==> src/common/drive_status_pkg.sv <==
// drive status interlock constants: register map, field layout,
// reset values and output terminal function codes.
// assumes 32-bit AXI4-Lite register access, one word per register.
package drive_status_pkg;

    // ****************************************
    // register map (byte addresses)
    // ****************************************
    localparam logic [7:0] ADDR_CONTROL = 8'h00;
    localparam logic [7:0] ADDR_STATUS = 8'h04;
    localparam logic [7:0] ADDR_DETECT_LEVEL = 8'h08;
    localparam logic [7:0] ADDR_RATED_CURRENT = 8'h0c;
    localparam logic [7:0] ADDR_TERM_SEL0 = 8'h10;
    localparam logic [7:0] ADDR_TERM_SEL1 = 8'h14;
    localparam logic [7:0] ADDR_TERM_SEL2 = 8'h18;
    localparam logic [7:0] ADDR_IRQ_STATUS = 8'h1c;
    localparam logic [7:0] ADDR_IRQ_MASK = 8'h20;
    localparam logic [7:0] ADDR_CURRENT = 8'h24;

    // ****************************************
    // field layout
    // ****************************************
    localparam int CTRL_FAULT_RESET_BIT = 0;
    localparam int NUM_TERMS = 3;
    localparam int NUM_FUNCS = 4;
    // status function bit positions
    localparam int FUNC_RUNNING = 0;
    localparam int FUNC_READY = 1;
    localparam int FUNC_CURRENT = 2;
    localparam int FUNC_FAULT = 3;
    // status register: functions in [3:0], terminal levels in [6:4]
    localparam int STAT_TERM_LSB = 4;
    // event bits
    localparam int NUM_EVENTS = 5;
    localparam int EV_FAULT = 0;
    localparam int EV_READY = 1;
    localparam int EV_RUN_START = 2;
    localparam int EV_RUN_STOP = 3;
    localparam int EV_CURRENT = 4;

    localparam int CUR_W = 12;
    localparam int LEVEL_W = 8;
    localparam int CODE_W = 8;
    localparam int PROD_W = 24;
    localparam logic [PROD_W-1:0] PERCENT_SCALE = 24'h000064;

    // ****************************************
    // terminal function codes
    // ****************************************
    localparam logic [CODE_W-1:0] CODE_RUNNING = 8'h00;
    localparam logic [CODE_W-1:0] CODE_READY = 8'h0b;
    localparam logic [CODE_W-1:0] CODE_CURRENT = 8'h0c;
    localparam logic [CODE_W-1:0] CODE_FAULT = 8'h63;
    localparam logic [CODE_W-1:0] CODE_NEG_OFFSET = 8'h64;

    // ****************************************
    // reset values
    // ****************************************
    localparam logic [LEVEL_W-1:0] RST_DETECT_LEVEL = 8'h96;
    localparam logic [CUR_W-1:0] RST_RATED_CURRENT = 12'h3e8;
    localparam logic [CODE_W-1:0] RST_TERM_SEL0 = 8'h00;
    localparam logic [CODE_W-1:0] RST_TERM_SEL1 = 8'h0b;
    localparam logic [CODE_W-1:0] RST_TERM_SEL2 = 8'h63;
    localparam logic [NUM_EVENTS-1:0] RST_IRQ_MASK = 5'h00;

    localparam logic [1:0] RESP_OKAY = 2'b00;
    localparam logic [1:0] RESP_SLVERR = 2'b10;

    typedef enum logic [1:0] {
        MOTOR_STOPPED,
        MOTOR_RUNNING,
        MOTOR_DECEL
    } motor_state_e;

endpackage

==> src/rtl/pin_sync.sv <==
// two-flop synchroniser for a group of pin inputs.
// assumes pins are asynchronous to aclk.
`timescale 1ns/10ps
module pin_sync #(
    parameter int WIDTH = 4
) (
    input wire logic aclk,
    input wire logic aresetn,
    input wire logic [WIDTH-1:0] pin,
    output logic [WIDTH-1:0] level
);
    logic [WIDTH-1:0] stage1;

    always_ff @(posedge aclk) begin
        if (!aresetn) begin
            stage1 <= '0;
            level <= '0;
        end else begin
            stage1 <= pin;
            level <= stage1;
        end
    end
endmodule

==> src/rtl/term_map.sv <==
// function selection for one output terminal.
// assumes function levels come from flops on aclk.
`timescale 1ns/10ps
module term_map
    import drive_status_pkg::*;
(
    input wire logic aclk,
    input wire logic aresetn,
    input wire logic [NUM_FUNCS-1:0] func_level,
    input wire logic [CODE_W-1:0] code,
    output logic term_out
);
    logic [CODE_W-1:0] base_code;
    logic negative;
    logic known;
    logic sel_level;
    logic next_term_out;

    // codes 100 and up select the inverted function
    assign negative = code >= CODE_NEG_OFFSET;
    assign base_code = negative ? code - CODE_NEG_OFFSET : code;
    assign known = (base_code == CODE_RUNNING) || (base_code == CODE_READY)
        || (base_code == CODE_CURRENT) || (base_code == CODE_FAULT);
    assign sel_level = (base_code == CODE_RUNNING) ? func_level[FUNC_RUNNING]
        : (base_code == CODE_READY) ? func_level[FUNC_READY]
        : (base_code == CODE_CURRENT) ? func_level[FUNC_CURRENT]
        : func_level[FUNC_FAULT];
    // unknown codes leave the terminal off
    assign next_term_out = known & (sel_level ^ negative);

    always_ff @(posedge aclk) begin
        if (!aresetn) begin
            term_out <= 1'b0;
        end else begin
            term_out <= next_term_out;
        end
    end
endmodule

==> src/rtl/drive_status_interlock.sv <==
// drive status outputs: fault, ready, running, current detection,
// three assignable output terminals and the relay contact group.
// assumes an AXI4-Lite master on aclk; start, fault trip and power
// pins are asynchronous; motor current and output-stopped come from
// the modulator on aclk.
`timescale 1ns/10ps
module drive_status_interlock
    import drive_status_pkg::*;
(
    input wire logic aclk,
    input wire logic aresetn,
    // axi4-lite slave
    input wire logic [7:0] s_axi_awaddr,
    input wire logic s_axi_awvalid,
    output logic s_axi_awready,
    input wire logic [31:0] s_axi_wdata,
    input wire logic [3:0] s_axi_wstrb,
    input wire logic s_axi_wvalid,
    output logic s_axi_wready,
    output logic [1:0] s_axi_bresp,
    output logic s_axi_bvalid,
    input wire logic s_axi_bready,
    input wire logic [7:0] s_axi_araddr,
    input wire logic s_axi_arvalid,
    output logic s_axi_arready,
    output logic [31:0] s_axi_rdata,
    output logic [1:0] s_axi_rresp,
    output logic s_axi_rvalid,
    input wire logic s_axi_rready,
    // drive side
    input wire logic forward_start_input,
    input wire logic reverse_start_input,
    input wire logic fault_trip,
    input wire logic power_good,
    input wire logic output_stopped,
    input wire logic [CUR_W-1:0] motor_current,
    // status outputs
    output logic fault_output,
    output logic operation_ready_output,
    output logic running_output,
    output logic current_detect_output,
    output logic [NUM_TERMS-1:0] term_out,
    output logic relay_contact_no,
    output logic relay_contact_nc,
    output logic irq
);
    // ****************************************
    // pin synchronisers
    // ****************************************
    logic [3:0] pin_level;
    logic fwd_sync;
    logic rev_sync;
    logic trip_sync;
    logic power_sync;

    pin_sync #(.WIDTH(4)) u_pin_sync (
        .aclk(aclk),
        .aresetn(aresetn),
        .pin({power_good, fault_trip, reverse_start_input,
            forward_start_input}),
        .level(pin_level)
    );
    assign fwd_sync = pin_level[0];
    assign rev_sync = pin_level[1];
    assign trip_sync = pin_level[2];
    assign power_sync = pin_level[3];

    // ****************************************
    // registers
    // ****************************************
    logic fault_latched;
    logic [LEVEL_W-1:0] detect_level;
    logic [CUR_W-1:0] rated_current;
    logic [CODE_W-1:0] term_sel [NUM_TERMS];
    logic [NUM_EVENTS-1:0] irq_status;
    logic [NUM_EVENTS-1:0] irq_mask;
    motor_state_e motor_state;
    motor_state_e next_motor_state;
    logic [NUM_FUNCS-1:0] func_level;
    logic [NUM_FUNCS-1:0] func_prev;

    // ****************************************
    // axi write channel
    // ****************************************
    logic wr_take;
    logic [7:0] wr_addr;
    logic wr_hit_ctrl;
    logic wr_hit_level;
    logic wr_hit_rated;
    logic wr_hit_irq;
    logic wr_hit_mask;
    logic [NUM_TERMS-1:0] wr_hit_sel;
    logic wr_mapped;
    logic fault_reset;

    assign wr_take = s_axi_awvalid & s_axi_wvalid & ~s_axi_bvalid;
    assign s_axi_awready = wr_take;
    assign s_axi_wready = wr_take;
    assign wr_addr = s_axi_awaddr;
    assign wr_hit_ctrl = wr_take && wr_addr == ADDR_CONTROL;
    assign wr_hit_level = wr_take && wr_addr == ADDR_DETECT_LEVEL;
    assign wr_hit_rated = wr_take && wr_addr == ADDR_RATED_CURRENT;
    assign wr_hit_sel[0] = wr_take && wr_addr == ADDR_TERM_SEL0;
    assign wr_hit_sel[1] = wr_take && wr_addr == ADDR_TERM_SEL1;
    assign wr_hit_sel[2] = wr_take && wr_addr == ADDR_TERM_SEL2;
    assign wr_hit_irq = wr_take && wr_addr == ADDR_IRQ_STATUS;
    assign wr_hit_mask = wr_take && wr_addr == ADDR_IRQ_MASK;
    assign wr_mapped = wr_hit_ctrl | wr_hit_level | wr_hit_rated
        | (|wr_hit_sel) | wr_hit_irq | wr_hit_mask
        | (wr_addr == ADDR_STATUS) | (wr_addr == ADDR_CURRENT);
    assign fault_reset = wr_hit_ctrl & s_axi_wstrb[0]
        & s_axi_wdata[CTRL_FAULT_RESET_BIT];

    always_ff @(posedge aclk) begin
        if (!aresetn) begin
            s_axi_bvalid <= 1'b0;
            s_axi_bresp <= RESP_OKAY;
        end else if (wr_take) begin
            s_axi_bvalid <= 1'b1;
            s_axi_bresp <= wr_mapped ? RESP_OKAY : RESP_SLVERR;
        end else if (s_axi_bready) begin
            s_axi_bvalid <= 1'b0;
        end
    end

    always_ff @(posedge aclk) begin
        if (!aresetn) begin
            detect_level <= RST_DETECT_LEVEL;
        end else if (wr_hit_level && s_axi_wstrb[0]) begin
            detect_level <= s_axi_wdata[LEVEL_W-1:0];
        end
    end

    always_ff @(posedge aclk) begin
        if (!aresetn) begin
            rated_current <= RST_RATED_CURRENT;
        end else if (wr_hit_rated) begin
            if (s_axi_wstrb[0]) begin
                rated_current[7:0] <= s_axi_wdata[7:0];
            end
            if (s_axi_wstrb[1]) begin
                rated_current[CUR_W-1:8] <= s_axi_wdata[CUR_W-1:8];
            end
        end
    end

    always_ff @(posedge aclk) begin
        if (!aresetn) begin
            term_sel[0] <= RST_TERM_SEL0;
            term_sel[1] <= RST_TERM_SEL1;
            term_sel[2] <= RST_TERM_SEL2;
        end else begin
            for (int i = 0; i < NUM_TERMS; i++) begin
                if (wr_hit_sel[i] && s_axi_wstrb[0]) begin
                    term_sel[i] <= s_axi_wdata[CODE_W-1:0];
                end
            end
        end
    end

    always_ff @(posedge aclk) begin
        if (!aresetn) begin
            irq_mask <= RST_IRQ_MASK;
        end else if (wr_hit_mask && s_axi_wstrb[0]) begin
            irq_mask <= s_axi_wdata[NUM_EVENTS-1:0];
        end
    end

    // ****************************************
    // fault, ready, running
    // ****************************************
    logic start_cmd;
    logic [PROD_W-1:0] current_scaled;
    logic [PROD_W-1:0] threshold;
    logic over_level;

    assign start_cmd = fwd_sync | rev_sync;

    // a trip wins over a reset written in the same cycle
    always_ff @(posedge aclk) begin
        if (!aresetn) begin
            fault_latched <= 1'b0;
        end else if (trip_sync) begin
            fault_latched <= 1'b1;
        end else if (fault_reset) begin
            fault_latched <= 1'b0;
        end
    end

    always_comb begin
        next_motor_state = motor_state;
        unique case (motor_state)
            MOTOR_STOPPED: begin
                if (start_cmd && func_level[FUNC_READY]) begin
                    next_motor_state = MOTOR_RUNNING;
                end
            end
            MOTOR_RUNNING: begin
                if (fault_latched) begin
                    next_motor_state = MOTOR_STOPPED;
                end else if (!start_cmd) begin
                    next_motor_state = MOTOR_DECEL;
                end
            end
            MOTOR_DECEL: begin
                if (fault_latched || output_stopped) begin
                    next_motor_state = MOTOR_STOPPED;
                end else if (start_cmd) begin
                    next_motor_state = MOTOR_RUNNING;
                end
            end
        endcase
    end

    always_ff @(posedge aclk) begin
        if (!aresetn) begin
            motor_state <= MOTOR_STOPPED;
        end else begin
            motor_state <= next_motor_state;
        end
    end

    // compare current*100 against level percent of rated current
    assign current_scaled = PROD_W'(motor_current) * PERCENT_SCALE;
    assign threshold = PROD_W'(detect_level) * PROD_W'(rated_current);
    assign over_level = current_scaled > threshold;

    always_ff @(posedge aclk) begin
        if (!aresetn) begin
            func_level <= '0;
            func_prev <= '0;
        end else begin
            func_level[FUNC_FAULT] <= fault_latched;
            func_level[FUNC_READY] <= power_sync & ~fault_latched;
            func_level[FUNC_RUNNING] <= motor_state != MOTOR_STOPPED;
            func_level[FUNC_CURRENT] <= (motor_state != MOTOR_STOPPED)
                & over_level;
            func_prev <= func_level;
        end
    end

    assign fault_output = func_level[FUNC_FAULT];
    assign operation_ready_output = func_level[FUNC_READY];
    assign running_output = func_level[FUNC_RUNNING];
    assign current_detect_output = func_level[FUNC_CURRENT];

    // ****************************************
    // output terminals
    // ****************************************
    for (genvar t = 0; t < NUM_TERMS; t++) begin : g_term
        term_map u_term_map (
            .aclk(aclk),
            .aresetn(aresetn),
            .func_level(func_level),
            .code(term_sel[t]),
            .term_out(term_out[t])
        );
    end

    // relay group follows terminal 2: b-c opens when active
    assign relay_contact_no = term_out[2];
    assign relay_contact_nc = ~term_out[2];

    // ****************************************
    // interrupts
    // ****************************************
    logic [NUM_EVENTS-1:0] event_set;
    logic [NUM_EVENTS-1:0] irq_clear;

    assign event_set[EV_FAULT] = func_level[FUNC_FAULT]
        & ~func_prev[FUNC_FAULT];
    assign event_set[EV_READY] = func_level[FUNC_READY]
        & ~func_prev[FUNC_READY];
    assign event_set[EV_RUN_START] = func_level[FUNC_RUNNING]
        & ~func_prev[FUNC_RUNNING];
    assign event_set[EV_RUN_STOP] = ~func_level[FUNC_RUNNING]
        & func_prev[FUNC_RUNNING];
    assign event_set[EV_CURRENT] = func_level[FUNC_CURRENT]
        & ~func_prev[FUNC_CURRENT];
    assign irq_clear = (wr_hit_irq && s_axi_wstrb[0])
        ? s_axi_wdata[NUM_EVENTS-1:0] : '0;

    // a set in the clearing cycle wins
    always_ff @(posedge aclk) begin
        if (!aresetn) begin
            irq_status <= '0;
        end else begin
            irq_status <= (irq_status & ~irq_clear) | event_set;
        end
    end

    assign irq = |(irq_status & irq_mask);

    // ****************************************
    // axi read channel
    // ****************************************
    logic rd_take;
    logic [31:0] rd_word;
    logic rd_mapped;

    assign rd_take = s_axi_arvalid & ~s_axi_rvalid;
    assign s_axi_arready = rd_take;

    always_comb begin
        rd_word = 32'h00000000;
        rd_mapped = 1'b1;
        unique case (s_axi_araddr)
            ADDR_CONTROL: rd_word = 32'h00000000;
            ADDR_STATUS: begin
                rd_word[NUM_FUNCS-1:0] = func_level;
                rd_word[STAT_TERM_LSB+:NUM_TERMS] = term_out;
            end
            ADDR_DETECT_LEVEL: rd_word[LEVEL_W-1:0] = detect_level;
            ADDR_RATED_CURRENT: rd_word[CUR_W-1:0] = rated_current;
            ADDR_TERM_SEL0: rd_word[CODE_W-1:0] = term_sel[0];
            ADDR_TERM_SEL1: rd_word[CODE_W-1:0] = term_sel[1];
            ADDR_TERM_SEL2: rd_word[CODE_W-1:0] = term_sel[2];
            ADDR_IRQ_STATUS: rd_word[NUM_EVENTS-1:0] = irq_status;
            ADDR_IRQ_MASK: rd_word[NUM_EVENTS-1:0] = irq_mask;
            ADDR_CURRENT: rd_word[CUR_W-1:0] = motor_current;
            default: rd_mapped = 1'b0;
        endcase
    end

    always_ff @(posedge aclk) begin
        if (!aresetn) begin
            s_axi_rvalid <= 1'b0;
            s_axi_rdata <= 32'h00000000;
            s_axi_rresp <= RESP_OKAY;
        end else if (rd_take) begin
            s_axi_rvalid <= 1'b1;
            s_axi_rdata <= rd_word;
            s_axi_rresp <= rd_mapped ? RESP_OKAY : RESP_SLVERR;
        end else if (s_axi_rready) begin
            s_axi_rvalid <= 1'b0;
        end
    end
endmodule

==> config.mk <==
export PLATFORM = sky130hd
export DESIGN_NAME = drive_status_interlock
export DESIGN_NICKNAME = d
export VERILOG_FILES = /design/src/common/drive_status_pkg.sv /design/src/rtl/pin_sync.sv /design/src/rtl/term_map.sv /design/src/rtl/drive_status_interlock.sv
export SDC_FILE = /design/constraint.sdc
export NUM_CORES = 1
export LEC_CHECK = 0
export ABC_AREA = 1
export BUFFER_PORTS_ARGS = -buffer_cell sky130_fd_sc_hd__buf_2
export CORE_UTILIZATION = 60
export DETAILED_ROUTE_END_ITERATION = 6
export GPL_TIMING_DRIVEN = 0
export HOLD_SLACK_MARGIN = 0.1
export PLACE_DENSITY = 0.82
export REMOVE_ABC_BUFFERS = 1
export SYNTH_ARGS = -nofsm -noshare
export SYNTH_HDL_FRONTEND = slang
export SYNTH_SLANG_ARGS = --single-unit
export TNS_END_PERCENT = 1
==> constraint.sdc <==
create_clock -name aclk -period 6.5 [get_ports aclk]
set_clock_uncertainty 0.05 [all_clocks]
set_input_delay 0.65 -clock aclk [delete_from_list [all_inputs] [get_ports aclk]]
set_output_delay 0.65 -clock aclk [all_outputs]
set_load 0.05 [all_outputs]
Word level (Yosys, flattened, before mapping)
Memory sizes are Yosys's and may differ from the RTL's.
Cells that the tools add are included.
Cells by class
  equal/unequal tests: 32
  reduce and logical (&&, ||, !) cells: 41
  bitwise gates (word level): 42
  multiplexer cells: 45
  add/subtract/negate cells: 3
  multiply operators: 2
  magnitude comparators: 4
Operator list (count)
  $eq A8 B4 Y1 const B: 10
  $eq A8 B5 Y1 const B: 8
  $mux W8: 6
  $pmux W5 S9: 1
  $logic_not A8 Y1: 5
  $eq A8 B6 Y1 const B: 4
  $mux W1: 26
  $eq A8 B7 Y1 const B: 3
  $ge A8 B7 Y1 const B: 3
  $sub A8 B7 Y8 const B: 3
  $gt A19 B20 Y1: 1
  $mul A8 B12 Y20: 1
  $mul A12 B5 Y17 const B: 1
  $eq A8 B3 Y1 const B: 2
  $and A1 B1 Y1: 15
  $logic_and A1 B1 Y1: 15
  $mux W2: 7
  $pmux W2 S7: 1
  $or A1 B1 Y1: 11
  $and A5 B5 Y5: 2
  $logic_or A1 B1 Y1: 10
  $reduce_or A10 Y1: 1
  $not A1 Y1: 9
  $pmux W4 S2: 1
  other kinds (16): 23
Word-level totals
  bits in writable memories: 24
  bits in registers: 70
  output and inout port bits: 51
  memories: 1
Memories
  term_sel: words 3, bits a word 8, rd ports 3, clocked after memory_dff 0, wr ports 3, line drive_status_interlock.sv:74  | logic [CODE_W-1:0] term_sel [NUM_TERMS];

Depth between registers and ports, before layout
Gate-level depths: netlist of run 1.
  depth in word-level cells: 11
  mapped depth: 30

Modules after synthesis
From an unflattened synthesis of run 1, not the netlist that was laid out.
Second synthesis, totals
  cells, all modules: 1447
  area total of the unflattened synthesis: 10326.2 um^2
Modules (own cells, without submodules)
  drive_status_interlock: area an instance 8742.1 um^2, times used 1, cells each 1173, seq. area each 1861.8 um^2
  term_map: area an instance 452.9 um^2, times used 3, cells each 83, seq. area each 20.0 um^2
  pin_sync: area an instance 225.2 um^2, times used 1, cells each 25, seq. area each 160.2 um^2

Worst setup path before layout of run 1
No wires, ideal clock.
  path type: flip-flop to flip-flop
  from: register detect_level[7]
  to: register func_level[2]
  path slack: 1.111 ns
  setup time: 0.110 ns
  path buffers: 1
  stages on the path, launching flop included: 29
  required time: 6.340 ns
  arrival time: 5.229 ns
  cells stage by stage: dfxtp_1 -> clkbuf_1 -> nand2_1 -> fa_1 -> fa_1 -> inv_1 -> fa_1 -> inv_1 -> fa_1 -> inv_1 -> ha_1 -> a21oi_1 -> o21ai_1 -> a21oi_1 -> o21ai_2 -> a21boi_1 -> o21ai_0 -> nand2_1 -> nand2_1 -> nand2_1 -> nand2_1 -> ha_1 -> nand2_1 -> nor3b_1 -> o2111ai_1 -> nor4_1 -> nor3_1 -> nand2_1 -> nor2_1
Between the ends
  cells in the longest elaborated chain, start to end: 3
Ends and longest elaborated chain
  from (decl): line drive_status_interlock.sv:72  | logic [LEVEL_W-1:0] detect_level;
  from (signal assigned): line drive_status_interlock.sv:130  | detect_level <= s_axi_wdata[LEVEL_W-1:0];
  $mul A8 B12 Y20: line drive_status_interlock.sv:225  | assign threshold = PROD_W'(detect_level) * PROD_W'(rated_current);
  $gt A19 B20 Y1: line drive_status_interlock.sv:226  | assign over_level = current_scaled > threshold;
  $and A1 B1 Y1: line drive_status_interlock.sv:237  | & over_level;
  to (signal, indexed assignment): line drive_status_interlock.sv:233  | func_level[FUNC_FAULT] <= fault_latched;
  to (signal, indexed assignment): line drive_status_interlock.sv:234  | func_level[FUNC_READY] <= power_sync & ~fault_latched;
  to (signal, indexed assignment): line drive_status_interlock.sv:236  | func_level[FUNC_CURRENT] <= (motor_state != MOTOR_STOPPED)
  to (decl): line drive_status_interlock.sv:79  | logic [NUM_FUNCS-1:0] func_level;
Every way passes these cells.
A chain may end at the register's enable or synchronous reset.

Worst setup path in the final report of run 1
  from: register rated_current[0]
  to: register func_level[2]
Between the ends
  cells in the longest elaborated chain, start to end: 3
Ends and longest elaborated chain
  from (decl): line drive_status_interlock.sv:73  | logic [CUR_W-1:0] rated_current;
  from (signal assigned): line drive_status_interlock.sv:139  | rated_current[7:0] <= s_axi_wdata[7:0];
  from (signal, indexed assignment): line drive_status_interlock.sv:142  | rated_current[CUR_W-1:8] <= s_axi_wdata[CUR_W-1:8];
  $mul A8 B12 Y20: line drive_status_interlock.sv:225
  $gt A19 B20 Y1: line drive_status_interlock.sv:226
  $and A1 B1 Y1: line drive_status_interlock.sv:237
Every way passes these cells.

==> metrics.yaml, run 1 <==
synth:
  async_reset_ff_frac: 0
  synth_commonest_cells: "inv_1, nand2_1, ha_1, nor2_1, a21oi_1"
  yosys.area.top_type_share: 0.139
  yosys_warnings: 0
  netlist_instances: 1367
  synth-main-ff-cell: "dfxtp_1"
  syn-cell-area_mm2: 0.00982
  synth.most_common_cell: "inv_1"
  synthTopCellsByArea: "dfxtp_1, fa_1, ha_1, inv_1, nand2_1"
  ys_ff_latch: 92
  syn_avg_cell_area_um2: 7.19
  synth_edf_count: 24
  synth_cell_types: 51
  synth_top_cell_by_area: "dfxtp_1"
  ys_seq_area_frac: 0.212
final_layout:
  fin_nets: 1673
  antenna_cells: 0
  drive_gt1_frac: 0.0959
  finish.cell_count_without_fillers: 1644
  n_fill_cell: 1380
  area_growth_pct: 7.64
global_routing:
  grt_pass1_vias: 8197
  gr-total-overflow: 0
  grt_first_pass_wirelength_um: 38900
  antenna_found_initial: 0
  grt_max_degree: 48
  track_usage: 0.297
pwr:
  ir_drop_mv: 0.153
  leakagePower_nw: 6.05
  powerDensity_mw_per_mm2: 161
worst_hold_path:
  min_path_type: "reg -> reg"
routing:
  avgViaCountPerCell: 5.39
  postRouteAntennaNets: 0
  vias: 8860
  routed_wl_um: 23900
  drtIter0Drc: 778
  wl_per_cell_um: 14.6
  drt_pass1_iterations: 6
  drc: 0
timing:
  max_freq_mhz: 163
  timing.final.crit_share: 0.946
  hold_viol: 0
  maxSlewHeadroom: 0.0886
  grt_setup_unrepaired: "false"
  report.final.slew_viol_count: 0
  timing.setup.tns_ns: 0
  setup_viol: 0
  worstMarginPinSlew_ns: 1.35
  fin_crit_ns: 6.15
die:
  die_h_um: 130
  dieWidth_um: 130
  num_rows: 46
  core-area_mm2: 0.0159
  dieArea_mm2: 0.0169
  io_pins: 127
  initial_core_util: 0.616
cts:
  hold_buffers: 0
  cts_num_sinks: 92
  clk_pin_slew_ns: 0.07
  htreeDepth: 3
  cts_tree: "done"
  clk_path_buf_depth: 2
  ctsRootBufferMaster: "clkbuf_16"
  cts-buffers-inserted: 9
  post_cts_buffers: 0
  clk_latency_ns: 0.35
flow_run:
  drv_cap: 0
worst_setup_path:
  cp.required_ns: 6.70
  critPathMaxFanout: 9
  critPathArrivalTime_ns: 6.35
  critPathKind: "reg -> reg"
  crit_path_end_kind: "flop"
  startpoint_type: "flop"
placement:
  portBuffers: 82
  dp_hpwl_um: 19200
  dp_cells: 1628
  gp_congestion: 0.934
run_status:
  status: "finished clean"
cell usage in the layout (no fill, tap or decap), types with 7 or more instances in the layout:
master	instances
nand4_1	15
xor2_1	19
nand2_1	298
xnor2_1	11
nor2_1	74
dfxtp_1	61
clkbuf_16	9
edfxtp_1	24
nor3_1	15
o22ai_1	11
a21oi_1	73
nand3_1	68
o21ai_0	42
fa_1	67
ha_1	107
dfxtp_2	7
conb_1	22
nand2_2	7
o211ai_1	11
a211oi_1	9
inv_1	325
buf_2	82
o221ai_1	7
per-stage QoR:
stage	hold WS, ns	area (um2)	power (mW)	util	setup slack [ns]
after floorplan	0.340	9580	1.05	-	1.22
after global placement	0.343	10300	1.16	0.644	0.383
after detailed placement	0.349	10300	1.19	0.644	0.296
after CTS	0.365	10600	1.70	0.662	0.288
after global routing	0.375	10600	1.80	0.663	0.0180
final	0.364	10600	1.71	0.663	0.351
critical path: stages, from the launching register on:
cell	delay, ns
dfxtp_1	0.60
nand2_1	0.15
fa_1	0.53
fa_1	0.54
inv_1	0.06
fa_1	0.53
inv_1	0.07
fa_1	0.54
inv_1	0.04
ha_1	0.33
a21oi_1	0.15
o21ai_1	0.07
a21oi_1	0.25
o21ai_2	0.12
a21boi_1	0.20
o21ai_0	0.18
nand2_1	0.12
nand2_1	0.05
nand2_1	0.06
nand2_1	0.06
ha_1	0.27
nand2_1	0.08
nor3b_1	0.21
o2111ai_1	0.15
nor4_1	0.42
nor3_1	0.09
nand2_1	0.10
nor2_1	0.03
flip-flops by register name, indices dropped and copies added, names as in the netlist:
register,flops
func_level,4
rated_current,12
u_pin_sync.stage1,4
irq_mask,5
s_axi_rvalid,1
fault_latched,1
s_axi_rresp,1
u_pin_sync.level,4
term_sel,24
s_axi_bvalid,1
irq_status,5
func_prev,4
s_axi_bresp,1
s_axi_rdata,12
g_term.u_term_map.term_out,3
detect_level,8
motor_state,2
routing by layer:
metal | share of wire | wire length [um] | GRT usage
met5 | 0 | 0 | 0
met4 | 0.034 | 810 | 0.113
met3 | 0.089 | 2120 | 0.0713
met2 | 0.44 | 10600 | 0.461
met1 | 0.43 | 10400 | 0.400
area by class of cell:
class	instances	area, um2	area share
Clock inverter	5	41.3	0.00390
Sequential cell	92	2090	0.198
Clock buffer	11	253	0.0239
Timing Repair Buffer	82	410	0.0388
Inverter	332	1250	0.118
Tap cell	216	270	0.0256
Multi-Input combinational cell	906	6260	0.592
what timing repair did:
item / 4_1_cts / 5_1_grt
endpoints found under the hold margin: 0 / 0
endpoints found under the setup margin: 0 / 1
resized for setup: 0 / 7
report_power, final:
| group | total [mW] | switching (mW) | internal (mW) |
|---|---|---|---|
| logic | 0.547 | 0.355 | 0.193 |
| registers | 0.639 | 0.0245 | 0.615 |
| clock network | 0.519 | 0.234 | 0.285 |
kinds of logic after synthesis:
family | count (synthesis) | share of synthesized area
xor gates and xnor gates | 30 | 0.0267
and+or+nand+nor | 499 | 0.218
buffers and inverters | 390 | 0.159
DFF | 92 | 0.212
adders and majority gates | 174 | 0.273
AOI/OAI and AO/OA | 181 | 0.110
other | 1 | 0.000382
final timing paths:
check / startpoint / endpoint / slack [ns] / cells after the start
max reg2reg: rated_current[0]$_SDFFE_PN0P_ / func_level[2]$_SDFF_PN0_ / 0.35 / 27
max: rated_current[0]$_SDFFE_PN0P_ / func_level[2]$_SDFF_PN0_ / 0.35 / 27
min reg2reg: u_pin_sync.stage1[3]$_SDFF_PN0_ / u_pin_sync.level[3]$_SDFF_PN0_ / 0.36 / 2
min: u_pin_sync.stage1[3]$_SDFF_PN0_ / u_pin_sync.level[3]$_SDFF_PN0_ / 0.36 / 2
Note: power is estimated with default switching activity, not from simulation.
==> run 2: changes to the inputs <==
Settings changed: PLACE_DENSITY 0.82 to 0.9, RECOVER_POWER from default to 25.
==> metrics.yaml, run 2 (synthesized netlist as in run 1, its figures left out) <==
run_status:
  status: "complete, but fails checks"  # was finished clean
  failed_checks: "max-capacitance violations, max-slew violations"
flow_run:
  drv_cap: 1  # was 0
worst_hold_path:
  min_path_type: "reg -> reg"  # unchanged
  hold_path_depth: 2  # unchanged
timing:
  timing.setup.tns_ns: 0  # unchanged
  hold_viol: 0  # unchanged
  maxSlewHeadroom: -0.417  # was 0.0886
  timing.final.crit_share: 0.961  # was 0.946
  setup_viol: 0  # unchanged
  fin_hold_ws_ns: 0.361  # was 0.364 ns
  grt_setup_unrepaired: "false"  # unchanged
  fin_crit_ns: 6.24  # was 6.15 ns
  max_freq_mhz: 160  # was 163 MHz
  report.final.slew_viol_count: 48  # was 0
  worstMarginPinSlew_ns: 2.12  # was 1.35 ns
global_routing:
  track_usage: 0.304  # was 0.297
  grt_max_degree: 48  # unchanged
  grt_first_pass_wirelength_um: 40000  # was 38900 um
  antenna_found_initial: 0  # unchanged
  gr-total-overflow: 0  # unchanged
  grt_pass1_vias: 8596  # was 8197
routing:
  drt_pass1_iterations: 6  # unchanged
  routed_wl_um: 24900  # was 23900 um
  vias: 9094  # was 8860
  drtIter0Drc: 1010  # was 778
  wl_per_cell_um: 15.1  # was 14.6 um
  drc: 0  # unchanged
  avgViaCountPerCell: 5.53  # was 5.39
  postRouteAntennaNets: 0  # unchanged
final_layout:
  layout_commonest_cell: "inv_1"  # unchanged
  drive_gt1_frac: 0.0798  # was 0.0959
  fin_nets: 1673  # unchanged
  regMostFlops: "term_sel"  # unchanged
  area_growth_pct: 7.74  # was 7.64%
  final_cell_mix: "inv_1, nand2_1, ha_1"  # unchanged
  top_regs: "term_sel: 24 flops, rated_current: 12 flops, s_axi_rdata: 12 flops"  # unchanged
  antenna_cells: 0  # unchanged
  largest_register_ffs: 24  # unchanged
worst_setup_path:
  crit_path_frequent_cell: "nand2_1"  # unchanged
  ff2ff_path_depth: 26  # was 27
  crit_path_end_kind: "flop"  # unchanged
  critPathMaxFanout: 10  # was 9
  worst-path-stages: 26  # was 27
  critPathKind: "reg -> reg"  # unchanged
  startpoint_type: "flop"  # unchanged
  crit_slowest_cell: "dfxtp_1"  # unchanged
  critPathTopFamily: "adder cells"  # unchanged
  cp.buffers_inverters: 3  # unchanged
  critPathMaxStageDelay_ns: 0.63  # was 0.60 ns
  cp.required_ns: 6.69  # was 6.70 ns
  critPathArrivalTime_ns: 6.44  # was 6.35 ns
die:
  num_rows: 46  # unchanged
  dieWidth_um: 130  # unchanged
  dieArea_mm2: 0.0169  # unchanged
  initial_core_util: 0.616  # unchanged
  core-area_mm2: 0.0159  # unchanged
  die_h_um: 130  # unchanged
  io_pins: 127  # unchanged
cts:
  cts-buffers-inserted: 9  # unchanged
  htreeDepth: 3  # unchanged
  clk_path_buf_depth: 2  # unchanged
  post_cts_resized: 0  # unchanged
  cts_num_sinks: 92  # unchanged
  hold_buffers: 0  # unchanged
  clk_pin_slew_ns: 0.06  # was 0.07 ns
  clk_latency_ns: 0.35  # about the same
  cts_tree: "done"  # unchanged
  post_cts_buffers: 0  # unchanged
  ctsRootBufferMaster: "clkbuf_16"  # unchanged
pwr:
  leakagePower_nw: 5.98  # was 6.05 nW
  ir_drop_mv: 0.138  # was 0.153 mV
  powerDensity_mw_per_mm2: 167  # was 161 mW/mm2
placement:
  dp_hpwl_um: 19500  # was 19200 um
  gp_congestion: 0.959  # was 0.934
  portBuffers: 82  # unchanged
-- run 2: cell type report --
class / count / area, um2
timing repair buffer: 82 / 384
fill: 1297 / 5360
clock buffer: 13 / 282
multi-input combinational: 906 / 6260
inverter: 332 / 1250
clock inverter: 3 / 50.0
tap: 216 / 270
sequential: 92 / 2090
-- run 2: worst paths after layout --
| path | from | endpoint | slack (ns) |
|---|---|---|---|
| max | rated_current[1]$_SDFFE_PN0P_ | func_level[2]$_SDFF_PN0_ | 0.26 |
| min | u_pin_sync.stage1[1]$_SDFF_PN0_ | u_pin_sync.level[1]$_SDFF_PN0_ | 0.36 |
| max reg2reg | rated_current[1]$_SDFFE_PN0P_ | func_level[2]$_SDFF_PN0_ | 0.26 |
| min reg2reg | u_pin_sync.stage1[1]$_SDFF_PN0_ | u_pin_sync.level[1]$_SDFF_PN0_ | 0.36 |
-- run 2: stage by stage --
stage | setup slack, ns | total power, mW | utilization | instance area (um2) | std cells
global route | 0.00639 | 1.85 | 0.664 | 10600 | 1644
detailed placement | 0.185 | 1.19 | 0.644 | 10300 | 1628
global placement | 0.329 | 1.16 | 0.644 | 10300 | 1628
CTS | 0.137 | 1.76 | 0.665 | 10600 | 1644
finish | 0.255 | 1.77 | 0.664 | 10600 | 1644
floorplan | 1.22 | 1.05 | - | 9580 | 1330
-- run 2: metal layers --
| layer | share of wire | GRT usage | up-vias |
|---|---|---|---|
| met5 | 0 | 0 | - |
| met4 | 0.044 | 0.121 | 0 |
| met3 | 0.10 | 0.0566 | 99 |
| met2 | 0.45 | 0.500 | 545 |
| met1 | 0.40 | 0.398 | 4114 |
| li1 | - | - | 4336 |
-- run 2: tightest hold or removal path, cell delays in order, from the launching register on --
cell     delay [ns]
dfxtp_1        0.30
nand2_1        0.04
inv_1          0.04
-- run 2: report_power, final --
group / internal (mW) / switching (mW)
clock: 0.346 / 0.230
combinational: 0.191 / 0.358
sequential: 0.615 / 0.0262
==> run 3: changes to the inputs <==
Settings changed: GPL_TIMING_DRIVEN 0 to 1, PLACE_DENSITY 0.9 to default, PLACE_DENSITY_LB_ADDON from default to 0.12.
==> metrics.yaml, run 3 (synthesized netlist as in run 1, its figures left out) <==
final_layout:
  largest_register_ffs: 24  # unchanged
  fin_util: 0.667  # was 0.664
  top_regs: "term_sel: 24 flops, rated_current: 12 flops, s_axi_rdata: 12 flops"  # unchanged
  antenna_cells: 0  # unchanged
  finish.cell_count_without_fillers: 1657  # was 1644
  fin_nets: 1686  # was 1673
  regMostFlops: "term_sel"  # unchanged
  final_area_mm2: 0.0106  # about the same
  final_cell_mix: "inv_1, nand2_1, ha_1"  # unchanged
  n_fill_cell: 1442  # was 1297
  area_growth_pct: 8.29  # was 7.74%
  drive_gt1_frac: 0.0861  # was 0.0798
  layout_commonest_cell: "inv_1"  # unchanged
global_routing:
  antenna_found_initial: 0  # unchanged
  grt_first_pass_wirelength_um: 38600  # was 40000 um
  grt_max_degree: 48  # unchanged
  grt_pass1_vias: 7866  # was 8596
  gr-total-overflow: 0  # unchanged
  track_usage: 0.300  # was 0.304
worst_setup_path:
  critPathTopFamily: "adder cells"  # unchanged
  critPathMaxStageDelay_ns: 0.67  # was 0.63 ns
  critPathKind: "reg -> reg"  # unchanged
  critPathArrivalTime_ns: 6.25  # was 6.44 ns
  crit_path_end_kind: "flop"  # unchanged
  crit_path_frequent_cell: "nand2_1"  # unchanged
  cp.required_ns: 6.70  # was 6.69 ns
  startpoint_type: "flop"  # unchanged
  cp.buffers_inverters: 4  # was 3
  critPathMaxFanout: 13  # was 10
  crit_slowest_cell: "dfxtp_1"  # unchanged
routing:
  postRouteAntennaNets: 0  # unchanged
  routed_wl_um: 24000  # was 24900 um
  wl_met1_um: 11200  # was 9980 um
  drc: 0  # unchanged
  wl_met2_um: 10300  # was 11200 um
  wl_met3_um: 2070  # was 2560 um
  wl_per_cell_um: 14.5  # was 15.1 um
  vias: 8751  # was 9094
  drtIter0Drc: 785  # was 1010
  dr.max_layer_used: "met4"  # unchanged
  avgViaCountPerCell: 5.28  # was 5.53
  drt_pass1_iterations: 6  # unchanged
cts:
  clk_path_buf_depth: 2  # unchanged
  hold_buffers: 0  # unchanged
  post_cts_buffers: 0  # unchanged
  ctsRootBufferMaster: "clkbuf_16"  # unchanged
  clk_pin_slew_ns: 0.07  # was 0.06 ns
  cts_tree: "done"  # unchanged
  cts_num_sinks: 92  # unchanged
  htreeDepth: 3  # unchanged
  cts-buffers-inserted: 9  # unchanged
  post_cts_resized: 0  # unchanged
  clk_latency_ns: 0.35  # about the same
pwr:
  ir_drop_mv: 0.129  # was 0.138 mV
  switching_share: 0.359  # was 0.347
  powerDensity_mw_per_mm2: 161  # was 167 mW/mm2
  clkPwrFrac: 0.309  # was 0.326
  pwr-share-comb: 0.318  # was 0.311
  internal-power_mw: 1.10  # was 1.15 mW
  pwr-share-seq: 0.374  # was 0.363
  power_switching_uw: 613  # was 614 uW
  leakagePower_nw: 6.04  # was 5.98 nW
die:
  dieArea_mm2: 0.0169  # unchanged
  num_rows: 46  # unchanged
  die_h_um: 130  # unchanged
  io_pins: 127  # unchanged
  core-area_mm2: 0.0159  # unchanged
  initial_core_util: 0.616  # unchanged
  dieWidth_um: 130  # unchanged
timing:
  grt_setup_unrepaired: "false"  # unchanged
  fin_ws_ns: 0.452  # was 0.255 ns
  report.final.slew_viol_count: 48  # unchanged
  setup_viol: 0  # unchanged
  timing.final.crit_share: 0.930  # was 0.961
  worstMarginPinSlew_ns: 2.14  # was 2.12 ns
  fin_crit_ns: 6.05  # was 6.24 ns
  hold_viol: 0  # unchanged
  max_freq_mhz: 165  # was 160 MHz
  timing.setup.tns_ns: 0  # unchanged
  maxSlewHeadroom: -0.428  # was -0.417
placement:
  place_ws_ns: 0.540  # was 0.185 ns
  portBuffers: 82  # unchanged
  dpl_cell_area_mm2: 0.0104  # was 0.0103 mm2
  dp_hpwl_um: 19500  # about the same
  gp_congestion: 0.960  # was 0.959
  dp_cells: 1641  # was 1628
flow_run:
  drv_cap: 1  # unchanged
run_status:
  failed_checks: "max-capacitance violations, max-slew violations"  # unchanged
  status: "complete, but fails checks"  # unchanged
worst_hold_path:
  min_path_type: "reg -> reg"  # unchanged
run 3: final timing paths:
check / startpoint / to / slack, ns / depth (start not counted)
worst max-delay path: detect_level[5]$_SDFFE_PN0P_ / func_level[2]$_SDFF_PN0_ / 0.45 / 26
worst max register to register: detect_level[5]$_SDFFE_PN0P_ / func_level[2]$_SDFF_PN0_ / 0.45 / 26
worst min-delay path: u_pin_sync.stage1[3]$_SDFF_PN0_ / u_pin_sync.level[3]$_SDFF_PN0_ / 0.36 / 2
worst min register to register: u_pin_sync.stage1[3]$_SDFF_PN0_ / u_pin_sync.level[3]$_SDFF_PN0_ / 0.36 / 2
run 3: per-stage QoR:
step	power, mW	hold WS (ns)
after global placement	1.18	0.345
final	1.71	0.363
after CTS	1.71	0.366
after global routing	1.80	0.387
after detailed placement	1.19	0.349
after floorplan	1.05	0.340
run 3: worst register-to-register path, stage by stage, from the launching register on:
cell       delay (ns)
dfxtp_1          0.67
nand2_1          0.15
fa_1             0.49
fa_1             0.55
inv_1            0.06
fa_1             0.53
inv_1            0.05
fa_1             0.54
inv_1            0.06
ha_1             0.33
inv_1            0.08
nor3_1           0.16
nand2_1          0.07
o211ai_1         0.15
nand3_1          0.16
o21bai_1         0.31
nand3_1          0.11
nand2_1          0.09
xor2_1           0.07
ha_1             0.30
nand2_1          0.07
nor3b_1          0.18
o2111ai_1        0.12
nor4_1           0.36
nor3_1           0.10
nand2_1          0.12
nor2_1           0.05
run 3: area by class of cell:
type	instances	area [um2]	share of cell area
timing repair buffer	95	482	0.0453
multi-input combinational	906	6260	0.588
clock inverter	6	52.6	0.00494
clock buffer	10	250	0.0235
inverter	332	1250	0.117
tap	216	270	0.0254
sequential	92	2080	0.196
run 3: power by group through the flow:
stage	Clock, mW	Combinational [mW]	Sequential, mW
after CTS	0.533	0.543	0.637
after global placement	0	0.527	0.650
after global routing	0.553	0.611	0.641
final	0.528	0.543	0.638
after floorplan	0	0.377	0.673
after detailed placement	0	0.538	0.650
run 3: per-layer routing:
metal / vias up / track usage
li1: 4371 / -
met1: 3990 / 0.434
met2: 352 / 0.455
met3: 38 / 0.0607
met4: 0 / 0.0780
met5: - / 0.0118
